$ cat config.mk
export PLATFORM = sky130hd
export DESIGN_NAME = sci_top
export DESIGN_NICKNAME = d
export VERILOG_FILES = /design/src/sci_pkg.sv /design/src/sci_fifo_if.sv /design/src/sci_fifo.sv /design/src/sci_top.sv
export SDC_FILE = /design/constraint.sdc
export NUM_CORES = 1
export LEC_CHECK = 0
export ABC_AREA = 1
export BUFFER_PORTS_ARGS = -buffer_cell sky130_fd_sc_hd__buf_4
export CAP_MARGIN = 10
export CELL_PAD_IN_SITES_DETAIL_PLACEMENT = 1
export CELL_PAD_IN_SITES_GLOBAL_PLACEMENT = 2
export CORE_AREA = 4 4 134 201
export DETAILED_ROUTE_END_ITERATION = 8
export DIE_AREA = 0 0 138 205
export PLACE_DENSITY = 0.95
export SYNTH_ARGS = -nofsm -noshare
export SYNTH_HDL_FRONTEND = slang
export SYNTH_SLANG_ARGS = --single-unit
$ cat constraint.sdc
create_clock -name core_clk -period 5 [get_ports core_clk]
set_input_delay 0.5 -clock core_clk [delete_from_list [all_inputs] [get_ports core_clk]]
set_output_delay 0.5 -clock core_clk [all_outputs]
set_load 0.005 [all_outputs]
$ cat src/sci_pkg.sv
package sci_pkg;
    // ------------------------------------------------------------
    // Register byte offsets
    // ------------------------------------------------------------
    localparam logic [7:0] OFS_CONTROL_WORD_B = 8'h04;
    localparam logic [7:0] OFS_BIT_RATE_DIVIDER = 8'h0c;
    localparam logic [7:0] OFS_IRQ_ENABLE_CLEAR = 8'h14;
    localparam logic [7:0] OFS_IRQ_ENABLE_SET = 8'h16;
    localparam logic [7:0] OFS_IRQ_FLAGS = 8'h18;
    localparam logic [7:0] OFS_DATA = 8'h28;

    // ------------------------------------------------------------
    // Control word B field positions
    // ------------------------------------------------------------
    localparam int CWB_RXEN = 17;
    localparam int CWB_SLAVE_ADDRESS_MATCH_MODE_HI = 15;
    localparam int CWB_SLAVE_ADDRESS_MATCH_MODE_LO = 14;
    localparam int CWB_HW_CHIP_SELECT_ENABLE = 13;
    localparam int CWB_SELECT_LOW_DETECT_ENABLE = 9;
    localparam int CWB_SLAVE_PRELOAD_ENABLE = 6;
    localparam int CWB_CHARACTER_WIDTH_HI = 2;

    // ------------------------------------------------------------
    // Interrupt bit positions, shared by enables and flags
    // ------------------------------------------------------------
    localparam int IRQ_ERROR = 7;
    localparam int IRQ_SSL = 3;
    localparam int IRQ_RXC = 2;
    localparam int IRQ_TXC = 1;
    localparam int IRQ_DRE = 0;
    localparam logic [7:0] IRQ_IMPL_MASK = 8'h8f;

    // ------------------------------------------------------------
    // Reset values and sizes
    // ------------------------------------------------------------
    localparam logic [31:0] CWB_RESET = 32'h0000_0000;
    localparam logic [7:0] BAUD_RESET = 8'h00;
    localparam logic [7:0] IRQ_EN_RESET = 8'h00;
    localparam int CHAR_W = 9;
    localparam int RX_FIFO_DEPTH = 16;

    typedef enum logic [1:0] {
        AM_MASK = 2'h0,
        AM_DUAL_ADDRESS_MATCH = 2'h1,
        AM_RANGE = 2'h2,
        AM_RESERVED = 2'h3
    } sci_slave_address_match_mode_t;

    typedef enum logic [2:0] {
        CW_8BIT = 3'h0,
        CW_9BIT = 3'h1
    } sci_chwidth_t;
endpackage : sci_pkg

$ cat src/sci_fifo_if.sv
`timescale 1ns/10ps
`default_nettype none
interface sci_fifo_if #(parameter int W = 9);
    logic push_valid;
    logic push_ready;
    logic [W-1:0] push_data;
    logic pop_valid;
    logic pop_ready;
    logic [W-1:0] pop_data;
    logic flush;
    modport producer (output push_valid, output push_data, input push_ready,
                      input pop_valid, input pop_data, output pop_ready, output flush);
    modport fifo (input push_valid, input push_data, output push_ready,
                  output pop_valid, output pop_data, input pop_ready, input flush);
endinterface : sci_fifo_if
`default_nettype wire

$ cat src/sci_fifo.sv
`timescale 1ns/10ps
`default_nettype none
module sci_fifo #(
    parameter int W = 9,
    parameter int D = 16
) (
    input wire logic core_clk,
    input wire logic nrst,
    sci_fifo_if.fifo f
);
    localparam int AW = $clog2(D);
    logic [W-1:0] mem_ff [D];
    logic [AW-1:0] wr_ff, nxt_wr, rd_ff, nxt_rd;
    logic [AW:0] cnt_ff, nxt_cnt;
    logic push, pop;

    assign f.push_ready = (cnt_ff != (AW+1)'(D));
    assign f.pop_valid = (cnt_ff != '0);
    assign f.pop_data = mem_ff[rd_ff];
    assign push = f.push_valid && f.push_ready && !f.flush;
    assign pop = f.pop_valid && f.pop_ready && !f.flush;

    always_comb begin
        nxt_wr = wr_ff;
        nxt_rd = rd_ff;
        nxt_cnt = cnt_ff;
        if (f.flush) begin
            nxt_wr = '0;
            nxt_rd = '0;
            nxt_cnt = '0;
        end else begin
            if (push) nxt_wr = AW'(wr_ff + 1'b1);
            if (pop) nxt_rd = AW'(rd_ff + 1'b1);
            nxt_cnt = (AW+1)'(cnt_ff + push - pop);
        end
    end

    always_ff @(posedge core_clk) begin
        if (!nrst) begin
            wr_ff <= '0;
            rd_ff <= '0;
            cnt_ff <= '0;
        end else begin
            wr_ff <= nxt_wr;
            rd_ff <= nxt_rd;
            cnt_ff <= nxt_cnt;
        end
    end

    // Storage needs no reset; empty flag guards stale words
    always_ff @(posedge core_clk) begin
        if (push) mem_ff[wr_ff] <= f.push_data;
    end
endmodule : sci_fifo
`default_nettype wire

$ cat src/sci_top.sv
`timescale 1ns/10ps
`default_nettype none
module sci_top (
    input wire logic core_clk,
    input wire logic nrst,
    input wire logic [7:0] reg_addr,
    input wire logic reg_wr,
    input wire logic reg_rd,
    input wire logic [31:0] reg_wdata,
    output logic [31:0] reg_rdata,
    input wire logic master_mode,
    input wire logic addressed_frame,
    input wire logic [7:0] match_address,
    input wire logic [7:0] match_mask_or_second_value,
    input wire logic ss_pin,
    input wire logic xfer_busy,
    input wire logic rx_valid,
    input wire logic [sci_pkg::CHAR_W-1:0] rx_data,
    input wire logic first_byte_valid,
    input wire logic [7:0] first_byte,
    input wire logic tx_take,
    input wire logic tx_shift_done,
    output logic rx_ready,
    output logic [sci_pkg::CHAR_W-1:0] tx_data,
    output logic tx_valid,
    output logic preload_stb,
    output logic addr_match,
    output logic addr_match_stb,
    output logic ss_out,
    output logic ss_oe_n,
    output logic wake_stb,
    output logic [7:0] bit_rate_divider,
    output logic rx_enable,
    output logic irq
);
    import sci_pkg::*;

    // ------------------------------------------------------------
    // Register file state
    // ------------------------------------------------------------
    logic [1:0] slave_address_match_mode_ff, nxt_slave_address_match_mode;
    logic hw_chip_select_enable_ff, nxt_hw_chip_select_enable, select_low_detect_enable_ff, nxt_select_low_detect_enable, slave_preload_enable_ff, nxt_slave_preload_enable, rxen_ff, nxt_rxen;
    logic [2:0] character_width_ff, nxt_character_width;
    logic [7:0] baud_ff, nxt_baud, irq_en_ff, nxt_irq_en;
    logic err_ff, nxt_err, ssl_ff, nxt_ssl, txc_ff, nxt_txc;
    logic [CHAR_W-1:0] txd_ff, nxt_txd;
    logic txp_ff, nxt_txp, pload_ff, nxt_pload;
    logic [31:0] rdata_ff, nxt_rdata;
    logic irq_ff, nxt_irq, rdy_ff;
    logic [2:0] ss_sync_ff;
    logic match_ff, nxt_match, mstb_ff, nxt_mstb;
    logic ss_out_ff, nxt_ss_out, ss_oe_n_ff, nxt_ss_oe_n, wake_ff, nxt_wake;
    logic [7:0] flags, raw_match_addr;
    logic wr_cwb, wr_clr, wr_set, wr_flag, wr_data, rd_data, ss_fall, overrun, is_match;
    logic [CHAR_W-1:0] char_mask;

    sci_fifo_if #(.W(CHAR_W)) rxq ();

    sci_fifo #(.W(CHAR_W), .D(RX_FIFO_DEPTH)) u_rx_fifo (
        .core_clk(core_clk),
        .nrst(nrst),
        .f(rxq)
    );

    // ------------------------------------------------------------
    // Decode and data path
    // ------------------------------------------------------------
    assign wr_cwb = reg_wr && (reg_addr == OFS_CONTROL_WORD_B);
    assign wr_clr = reg_wr && (reg_addr == OFS_IRQ_ENABLE_CLEAR);
    assign wr_set = reg_wr && (reg_addr == OFS_IRQ_ENABLE_SET);
    assign wr_flag = reg_wr && (reg_addr == OFS_IRQ_FLAGS);
    assign wr_data = reg_wr && (reg_addr == OFS_DATA);
    assign rd_data = reg_rd && (reg_addr == OFS_DATA);
    assign char_mask = (character_width_ff == CW_9BIT) ? 9'h1ff : 9'h0ff;

    // Overrun judged on live fullness; the registered ready may lag one cycle
    assign overrun = rx_valid && rxen_ff && !rxq.push_ready;
    assign rxq.push_valid = rx_valid && rxen_ff;
    assign rxq.push_data = rx_data & char_mask;
    assign rxq.pop_ready = rd_data;
    assign rxq.flush = !rxen_ff;

    assign ss_fall = ss_sync_ff[2] && !ss_sync_ff[1];
    assign flags = {err_ff, 3'h0, ssl_ff, rxq.pop_valid, txc_ff, !txp_ff};

    always_comb begin
        raw_match_addr = match_address;
        is_match = 1'b0;
        unique case (sci_slave_address_match_mode_t'(slave_address_match_mode_ff))
            AM_MASK: is_match = ((first_byte ^ raw_match_addr) & ~match_mask_or_second_value) == 8'h00;
            AM_DUAL_ADDRESS_MATCH: is_match = (first_byte == raw_match_addr)
                                           || (first_byte == match_mask_or_second_value);
            AM_RANGE: is_match = (first_byte <= raw_match_addr)
                              && (first_byte >= match_mask_or_second_value);
            AM_RESERVED: is_match = 1'b0;
        endcase
    end

    // ------------------------------------------------------------
    // Next-state logic
    // ------------------------------------------------------------
    always_comb begin
        nxt_slave_address_match_mode = slave_address_match_mode_ff;
        nxt_hw_chip_select_enable = hw_chip_select_enable_ff;
        nxt_select_low_detect_enable = select_low_detect_enable_ff;
        nxt_slave_preload_enable = slave_preload_enable_ff;
        nxt_rxen = rxen_ff;
        nxt_character_width = character_width_ff;
        nxt_baud = baud_ff;
        nxt_irq_en = irq_en_ff;
        nxt_err = err_ff;
        nxt_ssl = ssl_ff;
        nxt_txc = txc_ff;
        nxt_txd = txd_ff;
        nxt_txp = txp_ff;
        nxt_pload = 1'b0;
        nxt_rdata = 32'h0000_0000;
        if (wr_cwb) begin
            nxt_slave_address_match_mode = reg_wdata[CWB_SLAVE_ADDRESS_MATCH_MODE_HI:CWB_SLAVE_ADDRESS_MATCH_MODE_LO];
            nxt_hw_chip_select_enable = reg_wdata[CWB_HW_CHIP_SELECT_ENABLE];
            nxt_select_low_detect_enable = reg_wdata[CWB_SELECT_LOW_DETECT_ENABLE];
            nxt_slave_preload_enable = reg_wdata[CWB_SLAVE_PRELOAD_ENABLE];
            nxt_rxen = reg_wdata[CWB_RXEN];
            nxt_character_width = reg_wdata[CWB_CHARACTER_WIDTH_HI:0];
        end
        if (reg_wr && reg_addr == OFS_BIT_RATE_DIVIDER) nxt_baud = reg_wdata[7:0];
        if (wr_clr) nxt_irq_en = irq_en_ff & ~(reg_wdata[7:0] & IRQ_IMPL_MASK);
        if (wr_set) nxt_irq_en = irq_en_ff | (reg_wdata[7:0] & IRQ_IMPL_MASK);
        // Clear first, set after: an event in the clearing cycle survives
        if (wr_flag && reg_wdata[IRQ_ERROR]) nxt_err = 1'b0;
        if (overrun) nxt_err = 1'b1;
        if (wr_flag && reg_wdata[IRQ_SSL]) nxt_ssl = 1'b0;
        if (ss_fall && !master_mode && select_low_detect_enable_ff) nxt_ssl = 1'b1;
        if ((wr_flag && reg_wdata[IRQ_TXC]) || wr_data) nxt_txc = 1'b0;
        if (master_mode && tx_shift_done && !txp_ff) nxt_txc = 1'b1;
        if (tx_take) nxt_txp = 1'b0;
        if (wr_data) begin
            nxt_txd = reg_wdata[CHAR_W-1:0] & char_mask;
            // Preload needs select high and an idle shifter
            if (slave_preload_enable_ff && !master_mode && ss_sync_ff[1] && !xfer_busy) begin
                nxt_pload = 1'b1;
                nxt_txp = 1'b0;
            end else begin
                nxt_txp = 1'b1;
            end
        end
        if (reg_rd) begin
            unique case (reg_addr)
                OFS_CONTROL_WORD_B: nxt_rdata = {14'h0, rxen_ff, 1'b0, slave_address_match_mode_ff, hw_chip_select_enable_ff, 3'h0, select_low_detect_enable_ff,
                                                 2'h0, slave_preload_enable_ff, 3'h0, character_width_ff};
                OFS_BIT_RATE_DIVIDER: nxt_rdata = {24'h0, baud_ff};
                OFS_IRQ_ENABLE_CLEAR, OFS_IRQ_ENABLE_SET: nxt_rdata = {24'h0, irq_en_ff};
                OFS_IRQ_FLAGS: nxt_rdata = {24'h0, flags};
                OFS_DATA: nxt_rdata = {23'h0, rxq.pop_data};
                default: nxt_rdata = 32'h0000_0000;
            endcase
        end
        nxt_irq = |(flags & irq_en_ff);
        nxt_match = match_ff;
        nxt_mstb = 1'b0;
        if (first_byte_valid && addressed_frame && !master_mode) begin
            nxt_match = is_match;
            nxt_mstb = 1'b1;
        end
        nxt_ss_oe_n = !(hw_chip_select_enable_ff && master_mode);
        nxt_ss_out = !(hw_chip_select_enable_ff && master_mode && (xfer_busy || txp_ff));
        nxt_wake = ss_fall && select_low_detect_enable_ff;
    end

    // ------------------------------------------------------------
    // Registers
    // ------------------------------------------------------------
    always_ff @(posedge core_clk) begin
        if (!nrst) begin
            slave_address_match_mode_ff <= CWB_RESET[CWB_SLAVE_ADDRESS_MATCH_MODE_HI:CWB_SLAVE_ADDRESS_MATCH_MODE_LO];
            hw_chip_select_enable_ff <= CWB_RESET[CWB_HW_CHIP_SELECT_ENABLE];
            select_low_detect_enable_ff <= CWB_RESET[CWB_SELECT_LOW_DETECT_ENABLE];
            slave_preload_enable_ff <= CWB_RESET[CWB_SLAVE_PRELOAD_ENABLE];
            rxen_ff <= CWB_RESET[CWB_RXEN];
            character_width_ff <= CWB_RESET[CWB_CHARACTER_WIDTH_HI:0];
            baud_ff <= BAUD_RESET;
            irq_en_ff <= IRQ_EN_RESET;
            err_ff <= 1'b0;
            ssl_ff <= 1'b0;
            txc_ff <= 1'b0;
            txd_ff <= '0;
            txp_ff <= 1'b0;
            pload_ff <= 1'b0;
            rdata_ff <= 32'h0000_0000;
            irq_ff <= 1'b0;
            rdy_ff <= 1'b0;
            ss_sync_ff <= 3'h7;
            match_ff <= 1'b0;
            mstb_ff <= 1'b0;
            ss_out_ff <= 1'b1;
            ss_oe_n_ff <= 1'b1;
            wake_ff <= 1'b0;
        end else begin
            slave_address_match_mode_ff <= nxt_slave_address_match_mode;
            hw_chip_select_enable_ff <= nxt_hw_chip_select_enable;
            select_low_detect_enable_ff <= nxt_select_low_detect_enable;
            slave_preload_enable_ff <= nxt_slave_preload_enable;
            rxen_ff <= nxt_rxen;
            character_width_ff <= nxt_character_width;
            baud_ff <= nxt_baud;
            irq_en_ff <= nxt_irq_en;
            err_ff <= nxt_err;
            ssl_ff <= nxt_ssl;
            txc_ff <= nxt_txc;
            txd_ff <= nxt_txd;
            txp_ff <= nxt_txp;
            pload_ff <= nxt_pload;
            rdata_ff <= nxt_rdata;
            irq_ff <= nxt_irq;
            // Ready to the engine is advisory; a late char still counts as overrun
            rdy_ff <= rxq.push_ready;
            ss_sync_ff <= {ss_sync_ff[1], ss_sync_ff[0], ss_pin};
            match_ff <= nxt_match;
            mstb_ff <= nxt_mstb;
            ss_out_ff <= nxt_ss_out;
            ss_oe_n_ff <= nxt_ss_oe_n;
            wake_ff <= nxt_wake;
        end
    end

    assign reg_rdata = rdata_ff;
    assign rx_ready = rdy_ff;
    assign tx_data = txd_ff;
    assign tx_valid = txp_ff;
    assign preload_stb = pload_ff;
    assign addr_match = match_ff;
    assign addr_match_stb = mstb_ff;
    assign ss_out = ss_out_ff;
    assign ss_oe_n = ss_oe_n_ff;
    assign wake_stb = wake_ff;
    assign bit_rate_divider = baud_ff;
    assign rx_enable = rxen_ff;
    assign irq = irq_ff;
endmodule : sci_top
`default_nettype wire

[Yosys cells after proc, flatten, opt, wreduce, memory -nomap -nowiden]
Memories as Yosys holds them, arrays and structs flattened. A register that Yosys moved wholly into a read port is not among the register bits.
Index checks and enable logic that the tools add are counted.
Widths: inputs -> output; s select.
Word-level totals
  register bits after elaboration: 94
  memory bits (writable): 144
  word-level logic and storage cells: 128
  memories: 1
Cells by class
  $add $sub $neg: 4
  magnitude comparators: 2
  equal/unequal tests: 13
  mux-type cells: 20
  bitwise operators: 9
  reduce and logical (&&, ||, !) cells: 53
Memories
  u_rx_fifo.mem_ff: depth 16, bits a word 9, read ports 1, clocked after Yosys merged registers in 1, write ports 1, RTL line sci_fifo.sv:12  | logic [W-1:0] mem_ff [D];
Operators by type and width (count)
  $pmux 18 s5: 1
  $logic_and 1x1->1: 30
  $and 8x8->8: 3
  $eq 8x5->1 const B: 3
  $and 9x9->9: 2
  $eq 8x8->1: 2
  $mux 8: 2
  $not 8->8: 2
  $mux 1: 13
  $reduce_bool 2->1: 5
  $mux 9: 1
  $add 4x1->4 const B: 2
  $eq 8x3->1 const B: 1
  $eq 8x4->1 const B: 1
  $eq 8x6->1 const B: 1
  $ge 8x8->1: 1
  $le 8x8->1: 1
  $logic_not 8->1: 1
  $mux 4: 2
  $or 8x8->8: 1
  $reduce_or 8->1: 1
  $xor 8x8->8: 1
  $logic_not 1->1: 7
  $reduce_and 2->1: 3
  11 further kinds: 14

[Depth between registers and ports, before layout]
Gate-level depths: netlist of the first run.
  depth in word-level cells: 6
  gate-level depth with buffers: 14

[Hierarchy]
From an unflattened synthesis of the first run, not the netlist that was laid out.
Second synthesis, totals
  cell total of the unflattened synthesis: 1132
  area, all modules: 10191.0 um^2
By module, submodules not included
  sci_fifo: instances 1, cells each 721, area an instance 7176.9 um^2, sequential area each 4664.5 um^2
  sci_top: instances 1, cells each 411, area an instance 3014.1 um^2, sequential area each 1201.2 um^2

[Worst setup path after synthesis of the first run]
Ideal clock, no wire load.
  path kind: input -> register
  start point: input reg_addr[1]
  end point: register u_rx_fifo.cnt_ff[4]
  data arrival time: 2.356 ns
  setup slack: 2.515 ns
  stages: 14
  buffers on the path: 0
  path through: nor2_4 -> nand2_4 -> nor2_4 -> nand2_4 -> nor2_2 -> ha_1 -> inv_1 -> ha_1 -> inv_1 -> fa_1 -> nor3_1 -> a211oi_1 -> o21ai_0 -> a21oi_1
Between the ends
  word-level cells in the longest chain between the ends: 5
Ends and longest elaborated chain
  from (decl): RTL line sci_top.sv:6  | input wire logic [7:0] reg_addr,
  $eq 8x6->1: RTL line sci_top.sv:73  | assign rd_data = reg_rd && (reg_addr == OFS_DATA);
  $logic_and 1x1->1: RTL line sci_top.sv:73
  $logic_and 1x1->1 (2 in series): RTL line sci_fifo.sv:21  | assign pop = f.pop_valid && f.pop_ready && !f.flush;
  named net u_rx_fifo.pop: RTL line sci_fifo.sv:15  | logic push, pop;
  $sub 5x1->5: RTL line sci_fifo.sv:34  | nxt_cnt = (AW+1)'(cnt_ff + push - pop);
  to (signal assigned): RTL line sci_fifo.sv:46  | cnt_ff <= nxt_cnt;
  to (decl): RTL line sci_fifo.sv:14  | logic [AW:0] cnt_ff, nxt_cnt;
The timed path passes the listed nets, and every way through them passes these cells.
A chain may end at the register's enable or synchronous reset.

[Worst setup path after layout of the first run]
  start point: register u_rx_fifo.cnt_ff[2]
  end point: register u_rx_fifo.cnt_ff[4]
Between the ends
  elaborated cells between the ends (all ways): 8
  those cells by class: 2 x add/sub; 1 x eq/ne; 5 x reduce/logical
RTL lines
  $reduce_bool 5->1: RTL line sci_fifo.sv:18  | assign f.pop_valid = (cnt_ff != '0);
  $logic_and 1x1->1 (2 in series): RTL line sci_fifo.sv:21
  named net u_rx_fifo.pop: RTL line sci_fifo.sv:15
  $sub 5x1->5: RTL line sci_fifo.sv:34
The timed path passes the listed nets, and every way through them passes these cells.

==> results.md, run 1 <==
- RSZ-0062 raised after global routing: false
- Layout cell share with drive strength beyond 1: 16.6%
- Status: finished, final reports clean
- Worst path cell trace: inv_1, ha_1, nand4_1, nand3_1, nor2_2, ha_1, inv_1, ha_1, inv_1, fa_1, nor3_1, a211oi_1, o21ai_0, a21oi_1
- Cell Area, Placed: 10,700 um2
- Max_cap viols: 0
- First-pass GRT wire length: between 40,000 and 50,000 um
- Setup violators final: 0
- Clk_lat worst skew: approximately 500 ps
- Final WL: around 27,000 um
- Via/cell ratio: 5.05
- CTS buffer count: 21
- Register area share after synthesis: between 60% and 70%
- CP required: 5370 ps
- Worst vdd ir: around 0.00016 V
- Area Growth Syn to Fin: 16.9%
- CP Max Fanout: 4
- Post-synthesis mux area share: 0%
- Area fraction of the dominant cell type after synthesis: around 44%
- Hold Vio Cnt, Final: 0
- CP startpoint kind: flip-flop
- Power per cell area: roughly 310 nW/um2
- Initial core utilization: 38.9%
- Width of the die: ~140 um
- Leading area contributor after synthesis: edfxtp_1
- Synth top area cells: edfxtp_1 (44%), dfxtp_1 (16%), nand2_1 (7.4%)
- Most common cell after layout, fill and taps aside: nand2_1
- Setup WS post-layout: ~2200 ps
- Largest family of logic cells by synthesized area: simple AND/OR/NAND/NOR gates
- CTS resizes: 0
- Clock root cell: clkbuf_16
- TritonCTS Sinks: between 200 and 250
- Most frequent cells in the layout: nand2_1 (193), edfxtp_1 (144), nor2_1 (137)
- Critical Path AT: about 3100 ps
- Simple-Gate Fraction of Synth Area: 19.1%
- Die Ht: just over 200 um
- Number of diodes: 0
- Post-Syn Area: between 9000 and 10,000 um2
- Fin crit share: 55.3%
- Post-Synth Adder-Cell Area: 3.68%
- Fin Setup TNS: 0 ps
- Largest net degree at the start of global routing: 64
- Avg Inst Size Synth: about 10 um2
- Post-CTS Hold Buffers: 0
- Drt first pass iters: 4
- Drt drc: 0
- Via count: 7,286
- WL/cell: ~18 um
- Number of global-route vias before repair: slightly below 8,000
- Max frequency: between 0.3 and 0.4 GHz
- Synth Flop Type: edfxtp_1
- Top Family by Delay on Critical Path: adder cells
- Initial antenna violation count: 0
- Max Slew Vio Count: 0
- Post-synthesis compound-gate area fraction: around 9.3%
- DPL Wire Length: 18,600 um
- CTS tree: done
- Ys Warns: 0
- Port Buffers: roughly 110
- Nets: approximately 1,200
- Worst Hold Class: in2reg
- H-tree depth: 1
- Routability Congestion: 0.814
- Dpl ws: around 2100 ps
- Max transition margin: between 10% and 20%
- Async SR Flop Fraction: 0%
- Clock Path Buffers: 3
- CP max-delay cell: fa_1
- Fin area: 11,400 um2
- Antenna Nets Post-Route: 0
- Number of core rows: a little over 70
- All-layer global routing usage: between 10% and 20%
- Core area: approximately 25,000 um2
- Register bit total from synthesis: about 220
- Post-CTS setup buffer count: 0
- Die area: about 28,000 um2
- Crit path kind: reg2reg
- Post-Syn Instances: around 1,000
- Worst Tran Pin Value: approximately 1300 ps
- Clk_skew: between 9 and 10 ps
- P_leak: ~4.6 nW
- Xor-xnor portion of the synthesized cell area: less than 1%
- Crit-path max cell delay: ~430 ps
- Clk pin slew, worst setup/hold paths: 60 ps
- Period minus WS final: about 2800 ps
- EDFF count, synth: ~140
- Synth unique cells: 49
- Overflow after GRT: 0
- Drt initial violations: 440
- I/O pin cnt: 144
- CP endpoint kind: flip-flop
- Crit path buffers/inverters: 3
==> registers in the layout, indices dropped and copies added, names as in the netlist, 2 cells and up, named ones only <==
name,flops
reg_rdata,14
u_rx_fifo.wr_ff,4
u_rx_fifo.rd_ff,4
bit_rate_divider,8
character_width_ff,3
tx_data,9
ss_sync_ff,3
u_rx_fifo.mem_ff,144
slave_address_match_mode_ff,2
u_rx_fifo.cnt_ff,5
==> layout make-up <==
| class | count | area [um2] |
|---|---|---|
| inverter | 103 | 395 |
| multi-input combinational | 637 | 3200 |
| timing repair buffer | 117 | 878 |
| clock buffer | 28 | 572 |
| fill | 2877 | 13700 |
| tap | 328 | 410 |
| sequential | 221 | 5870 |
| clock inverter | 9 | 50.0 |
==> metal layers <==
layer | GRT usage (%) | up-vias | part of all wire, %
li1 | - | 3489 | -
met1 | 20.4 | 3570 | 38
met2 | 35.5 | 174 | 54
met3 | 2.57 | 53 | 4.6
met4 | 6.67 | 0 | 3.2
met5 | 0 | - | 0
==> kinds of logic after synthesis <==
family | after synthesis
AO/OA/AOI/OAI | 160
flip-flops | 221
other | 1
adder cells (fa/ha/maj) | 28
buffers and inverters | 155
AND/OR/NAND/NOR | 429
XOR/XNOR | 2
==> power breakdown <==
group | switching, mW | internal [mW]
Clock | 0.675 | 0.806
Combinational | 0.0750 | 0.0577
Sequential | 0.00159 | 1.94
Total | 0.752 | 2.80
==> final timing paths <==
| check | from | depth (start not counted) | endpoint | slack, ps |
|---|---|---|---|---|
| setup reg to reg | u_rx_fifo.cnt_ff[2] | 14 | u_rx_fifo.cnt_ff[4] | 2240 |
| setup / recovery | u_rx_fifo.cnt_ff[2] | 14 | u_rx_fifo.cnt_ff[4] | 2240 |
| hold / removal | xfer_busy | 2 | ss_out | 190 |
| hold reg to reg | ss_sync_ff[0] | 1 | ss_sync_ff[1] | 410 |
==> synth_stat cells (2+ instances only) <==
cell	number
nor2_4	3
nor2_1	137
nand2_2	3
edfxtp_1	144
nand2_4	5
a21oi_1	47
ha_1	27
clkbuf_1	11
a21oi_2	4
buf_4	24
nor3b_1	2
buf_2	13
nor3_1	9
nor2_2	4
nand3_1	60
or2_2	3
buf_12	2
clkinv_1	2
nor3_4	2
dfxtp_1	77
o21ai_2	3
inv_1	95
xor2_1	2
nand2_1	193
o21ai_0	75
o211ai_1	17
nand4_1	3
o21bai_1	2
o22ai_1	5
inv_2	3
==> worst reg2reg max path, stage by stage, from the launching register on <==
cell	delay, ps
dfxtp_1	340
inv_1	70
ha_1	210
nand4_1	180
nand3_1	140
nor2_2	200
ha_1	270
inv_1	70
ha_1	170
inv_1	60
fa_1	430
nor3_1	210
a211oi_1	90
o21ai_0	170
a21oi_1	50
==> through the flow <==
| step | std cells | power [mW] | util, % | hold slack [ps] |
|---|---|---|---|---|
| 2_1_floorplan | 1013 | 2.05 | - | 392 |
| 3_5_place_dp | 1404 | 2.12 | 42.9 | 401 |
| 3_3_place_gp | 1404 | 2.11 | 42.9 | 403 |
| 6_report | 1443 | 3.56 | 45.4 | 190 |
| 4_1_cts | 1441 | 3.58 | 45.3 | 180 |
| 5_1_grt | 1443 | 3.67 | 45.4 | 190 |
No activity file was read; power rests on OpenSTA's default activity.
==> run 2, diff against run 1 <==
Settings changed: CORE_AREA 4 4 134 201 to 4 4 148 221, DIE_AREA 0 0 138 205 to 0 0 152 225, PLACE_DENSITY 0.95 to 0.86.
Clock period 5 ns to 2.5 ns, I/O delays scaled along.
==> results.md, run 2 (same netlist as run 1, synthesis figures left out) <==
- Antenna Nets Post-Route: 0
- Worst Setup SP: u_rx_fifo.cnt_ff[2]
- Largest net degree at the start of global routing: 72
- CTS buffer count: 21
- CP endpoint kind: flip-flop
- Clk_lat worst skew: around 500 ps
- Number of diodes: 0
- Multi-input logic area: between 3000 and 4000 um2
- Number of core rows: between 70 and 80
- CP Max Fanout: 2
- Initial core utilization: about a third
- CP max-delay cell: fa_2
- Top Family by Delay on Critical Path: adder cells
- Layout cell share with drive strength beyond 1: 19.2%
- Final WL: 27,600 um
- Drt first pass iters: 5
- Nets: between 1,000 and 1,500
- Overflow after GRT: 0
- All-layer global routing usage: approximately 16%
- CTS tree: done
- Die area: roughly 34,000 um2
- Critical Path AT: ~2800 ps
- Flop pwr share: 52.2%
- Register Area: between 5000 and 6000 um2
- CP required: 2870 ps
- Hold Crit Start: reg_wdata[5]
- Die Ht: approximately 230 um
- WHS: ~15 ps
- Most common cell after layout, fill and taps aside: nand2_1
- Switching Share: ~20%
- Power Internal: just under 6 mW
- CP startpoint kind: flip-flop
- Port Buffers: 107
- Routability Congestion: ~0.79
- H-tree depth: 1
- Worst Tran Pin Value: 870 ps
- Number of global-route vias before repair: about 7,900
- Worst Hold Class: in2reg
- Fin crit share: 95.9%
- P_leak: around 4.8 nW
- Psw: between 1 and 1.5 mW
- Fillers: roughly 3,600
- Hold Vio Cnt, Final: 0
- Logic pwr share: around 3.7%
- Max transition margin: between 40% and 50%
- Worst vdd ir: 0.000527 V
- Core area: 30,800 um2
- Worst path cell trace: inv_1, ha_1, nand4_1, nand3_2, nor2_4, ha_1, inv_1, ha_1, inv_1, fa_2, nor3_2, a211oi_1, o21ai_1, a21oi_1
- Period minus WS final: 2400 ps
- Final core occ: 38.4%
- Power per cell area: 629 nW/um2
- Crit path buffers/inverters: 3
- Setup violators final: 0
- Drt drc: 0
- Clock root cell: clkbuf_16
- Reg-to-Reg Start: u_rx_fifo.cnt_ff[2]
- Max frequency: 0.417 GHz
- Area Growth Syn to Fin: 21.6%
- Clk network pwr share: approximately 44%
- Initial antenna violation count: 0
- First-pass GRT wire length: roughly 43,000 um
- I/O pin cnt: between 100 and 150
- Drt initial violations: between 300 and 400
- TritonCTS Sinks: ~220
- Biggest register: u_rx_fifo.mem_ff
- DPL Wire Length: around 20,000 um
- Status: finished, final reports clean
- Clk_skew: 10.7 ps
- Crit path kind: reg2reg
- Via/cell ratio: 4.72
- WL/cell: about 18 um
- Most frequent cells in the layout: nand2_1 (193), buf_4 (145), edfxtp_1 (144)
- Crit-path max cell delay: 340 ps
- Via count: ~7,300
- Clk pin slew, worst setup/hold paths: 70 ps
- Max reg flops: 144
- Clock Path Buffers: 3
- Width of the die: approximately 150 um
- Max Slew Vio Count: 0
- Max_cap viols: 0
==> run 2: cell count changes in the layout (fill, tap and decap cells not counted), sizes merged <==
cell / before / now
buf: 117 / 147
bufinv: 0 / 3
clkinv: 10 / 8
clkinvlp: 2 / 0
dlygate4sd3: 0 / 2
inv: 100 / 101
==> run 2: worst register-to-register path: stages, from the launching register on <==
cell and delay [ps]:
dfxtp_2 330, inv_1 50, ha_1 220, nand4_1 140, nand3_2 130, nor2_4 120
ha_1 240, inv_1 60, ha_1 160, inv_1 60, fa_2 340, nor3_2 130
a211oi_1 80, o21ai_1 150, a21oi_1 60
==> run 2: worst paths after layout <==
check,endpoint,slack (ps),cells past startpoint
setup / recovery,u_rx_fifo.cnt_ff[4],100,14
hold / removal,tx_data[5],20,3
setup reg to reg,u_rx_fifo.cnt_ff[4],100,14
hold reg to reg,ss_sync_ff[1],420,1
==> run 2: area by class of cell <==
cell class | count | share of cell area [%]
multi-input cells | 637 | 27.2
clock buffers | 28 | 4.91
flip-flops and latches | 221 | 49.6
well taps | 405 | 4.28
repair buffers | 149 | 9.70
inverters | 103 | 3.34
clock inverters | 9 | 1.00
==> run 2: layer usage <==
layer	vias up	global-route usage (%)	part of all wire (%)	wire (um)
met5	-	0	0	0
met1	3556	17.4	38	10500
met3	47	2.13	4.4	1210
met2	171	30.2	54	14900
li1	3557	-	-	-
met4	0	5.83	3.8	1040
==> run 2: power by group through the flow <==
| stage | clock network, mW | registers, mW | logic [mW] |
|---|---|---|---|
| 4_1_cts | 3.33 | 3.88 | 0.280 |
| 3_5_place_dp | 0 | 3.97 | 0.276 |
| 5_1_grt | 3.49 | 3.88 | 0.314 |
| 6_report | 3.28 | 3.88 | 0.275 |
| 2_1_floorplan | 0 | 3.97 | 0.132 |
| 3_3_place_gp | 0 | 3.96 | 0.267 |
==> run 2: repair_timing <==
item | 4_1_cts | 5_1_grt
cloned | 0 | 0
pin swaps | 1 | 6
hold buffers | 2 | 0
endpoints found under the hold margin | 2 | 0
setup endpoints to repair | 1 | 1
buffers inserted | 3 | 4
resized for setup | 3 | 4
==> run 2: stage by stage <==
step | area [um2] | total power [mW] | worst slack (ps) | cells | setup TNS, ps
2_1_floorplan | 9800 | 4.10 | 127 | 1013 | 0
3_3_place_gp | 11000 | 4.23 | 7.86 | 1506 | 0
6_report | 11800 | 7.44 | 103 | 1552 | 0
3_5_place_dp | 11000 | 4.24 | -72.7 | 1506 | -72.7
5_1_grt | 11800 | 7.68 | -25.3 | 1552 | -25.3
4_1_cts | 11800 | 7.50 | 0.701 | 1548 | 0
==> run 3, diff against run 2 <==
Settings changed: CORE_AREA 4 4 148 221 to 4 4 167 249, DIE_AREA 0 0 152 225 to 0 0 171 253, PLACE_DENSITY 0.86 to 0.73.
==> results.md, run 3 (same netlist as run 1, synthesis figures left out) <==
- Status: finished, final reports clean
- Clk_skew: ~13 ps
- Area Growth Syn to Fin: 24.8%
- Critical Path Stages: 14
- Max transition margin: between 50% and 60%
- Max Slew Vio Count: 0
- CP startpoint kind: flip-flop
- Fillers: around 4,600
- Fin crit share: a little over nine tenths
- Port Buffers: about 110
- Via/cell ratio: approximately 4.4
- CP endpoint kind: flip-flop
- Overflow after GRT: 0
- Via count: between 7,000 and 8,000
- Drt drc: 0
- Most common cell after layout, fill and taps aside: nand2_1
- Crit path kind: reg2reg
- Core area: a little under 40,000 um2
- Antenna Nets Post-Route: 0
- Biggest register: u_rx_fifo.mem_ff
- Die area: ~43,000 um2
- Worst reg2reg path depth: 14
- Worst vdd ir: 0.000377 V
- Crit path buffers/inverters: 3
- Hold Vio Cnt, Final: 0
- Flop2flop setup slack: around 160 ps
- Critical Path AT: roughly 2800 ps
- Clk pin slew, worst setup/hold paths: 60 ps
- Clock root cell: clkbuf_16
- Die Ht: approximately 250 um
- Final WL: roughly 29,000 um
- RSZ-0062 raised after global routing: false
- I/O pin cnt: approximately 140
- Layout cell share with drive strength beyond 1: 19.6%
- CP max-delay cell: fa_2
- Routability Congestion: 0.801
- CP required: about 2900 ps
- Clk_lat worst skew: between 500 and 600 ps
- Crit-path most repeated cell: inv_1
- Fin area: between 10,000 and 15,000 um2
- Nets: approximately 1,300
- Number of global-route vias before repair: between 8,000 and 9,000
- Multi-input logic area: roughly 3200 um2
- Total power: 7.42 mW
- Max frequency: roughly 0.43 GHz
- WHS: roughly 26 ps
- Setup violators final: 0
- Number of diodes: 0
- Drt first pass iters: 4
- Max reg flops: 144
- Crit-path max cell delay: around 360 ps
- Max_cap viols: 0
- P_leak: between 4 and 5 nW
- Worst Hold Class: in2reg
- CTS tree: done
- Final core occ: between 30% and 40%
- CP Max Fanout: 2
- First-pass GRT wire length: about 45,000 um
- Initial core utilization: 24.7%
- Hold Crit Depth: 3
- Power per cell area: about 610 nW/um2
- Drt initial violations: approximately 270
- All-layer global routing usage: between 10% and 20%
- Largest net degree at the start of global routing: between 40 and 50
- Register Area: 5870 um2
- Worst path cell trace: inv_1, ha_2, nand4_1, nand3_2, nor2_2, ha_1, inv_1, ha_1, inv_1, fa_2, nor3_4, a211oi_2, o21ai_1, a21oi_1
- Clock Path Buffers: 3
- Worst Tran Pin Value: roughly 630 ps
- Most frequent cells in the layout: nand2_1 (193), buf_4 (151), edfxtp_1 (144)
- H-tree depth: 1
- WL/cell: approximately 17 um
- Period minus WS final: roughly 2300 ps
- Initial antenna violation count: 0
- Number of core rows: 89
- Cell Area, Placed: 11,200 um2
- CTS buffer count: 23
- Top Family by Delay on Critical Path: adder cells
- TritonCTS Sinks: ~220
- DPL Wire Length: just over 20,000 um
- Width of the die: roughly 170 um
## run 3: changes by cell type in the layout (fill, tap and decap cells not counted), sizes merged
cell	change
bufinv	-3
dlygate4sd3	+16
clkinv	+4
buf	+5
clkbuf	+3
clkinvlp	+1
## run 3: power by group
| part | internal (mW) | leakage [nW] | switching (mW) | total [mW] |
|---|---|---|---|---|
| Clock | 1.80 | 0.346 | 1.43 | 3.23 |
| Combinational | 0.136 | 2.65 | 0.166 | 0.302 |
| Sequential | 3.88 | 1.92 | 0.00320 | 3.89 |
| Total | 5.82 | 4.92 | 1.60 | 7.42 |
## run 3: per-layer routing
metal / up-vias / GRT usage, % / part of all wire, %
li1: 3611 / - / -
met1: 3553 / 15.2 / 39
met2: 153 / 24.7 / 54
met3: 43 / 1.95 / 3.7
met4: 0 / 4.92 / 3.1
met5: - / 0 / 0
## run 3: worst register-to-register path: cells and delay by family, from the launching register on
kind,cells,cell delay [ps]
AOI/OAI and AO/OA,3,250
DFF,1,320
and+or+nand+nor,4,500
buffers and inverters,3,190
adders and majority gates,4,980
## run 3: metrics by stage
stage                     setup TNS, ps  setup slack (ps)  instances
final                                 0               156       1673
after global placement            -12.1             -12.1       1607
after detailed placement          -85.7             -85.7       1607
after CTS                             0              20.7       1671
after floorplan                       0               127       1013
after global routing                  0              3.81       1673
## run 3: worst paths after layout
path / end / start
worst max-delay path: u_rx_fifo.cnt_ff[4] / u_rx_fifo.cnt_ff[2]
worst min-delay path: tx_valid / tx_take
worst max register to register: u_rx_fifo.cnt_ff[4] / u_rx_fifo.cnt_ff[2]
worst min register to register: ss_sync_ff[1] / ss_sync_ff[0]
## run 3: area by class of cell
class | count | area share [%]
well taps | 500 | 5.15
flip-flops and latches | 221 | 48.3
clock inverters | 11 | 0.464
clock buffers | 31 | 5.26
multi-input cells | 637 | 26.6
repair buffers | 170 | 11.0
inverters | 103 | 3.26
## run 3: timing repair
item / CTS / global route
pin swaps: 3 / 5
hold buffers: 18 / 0
setup buffers: 4 / 2
hold endpoints to repair: 23 / 0
endpoints found under the setup margin: 1 / 2
resized for setup: 2 / 7
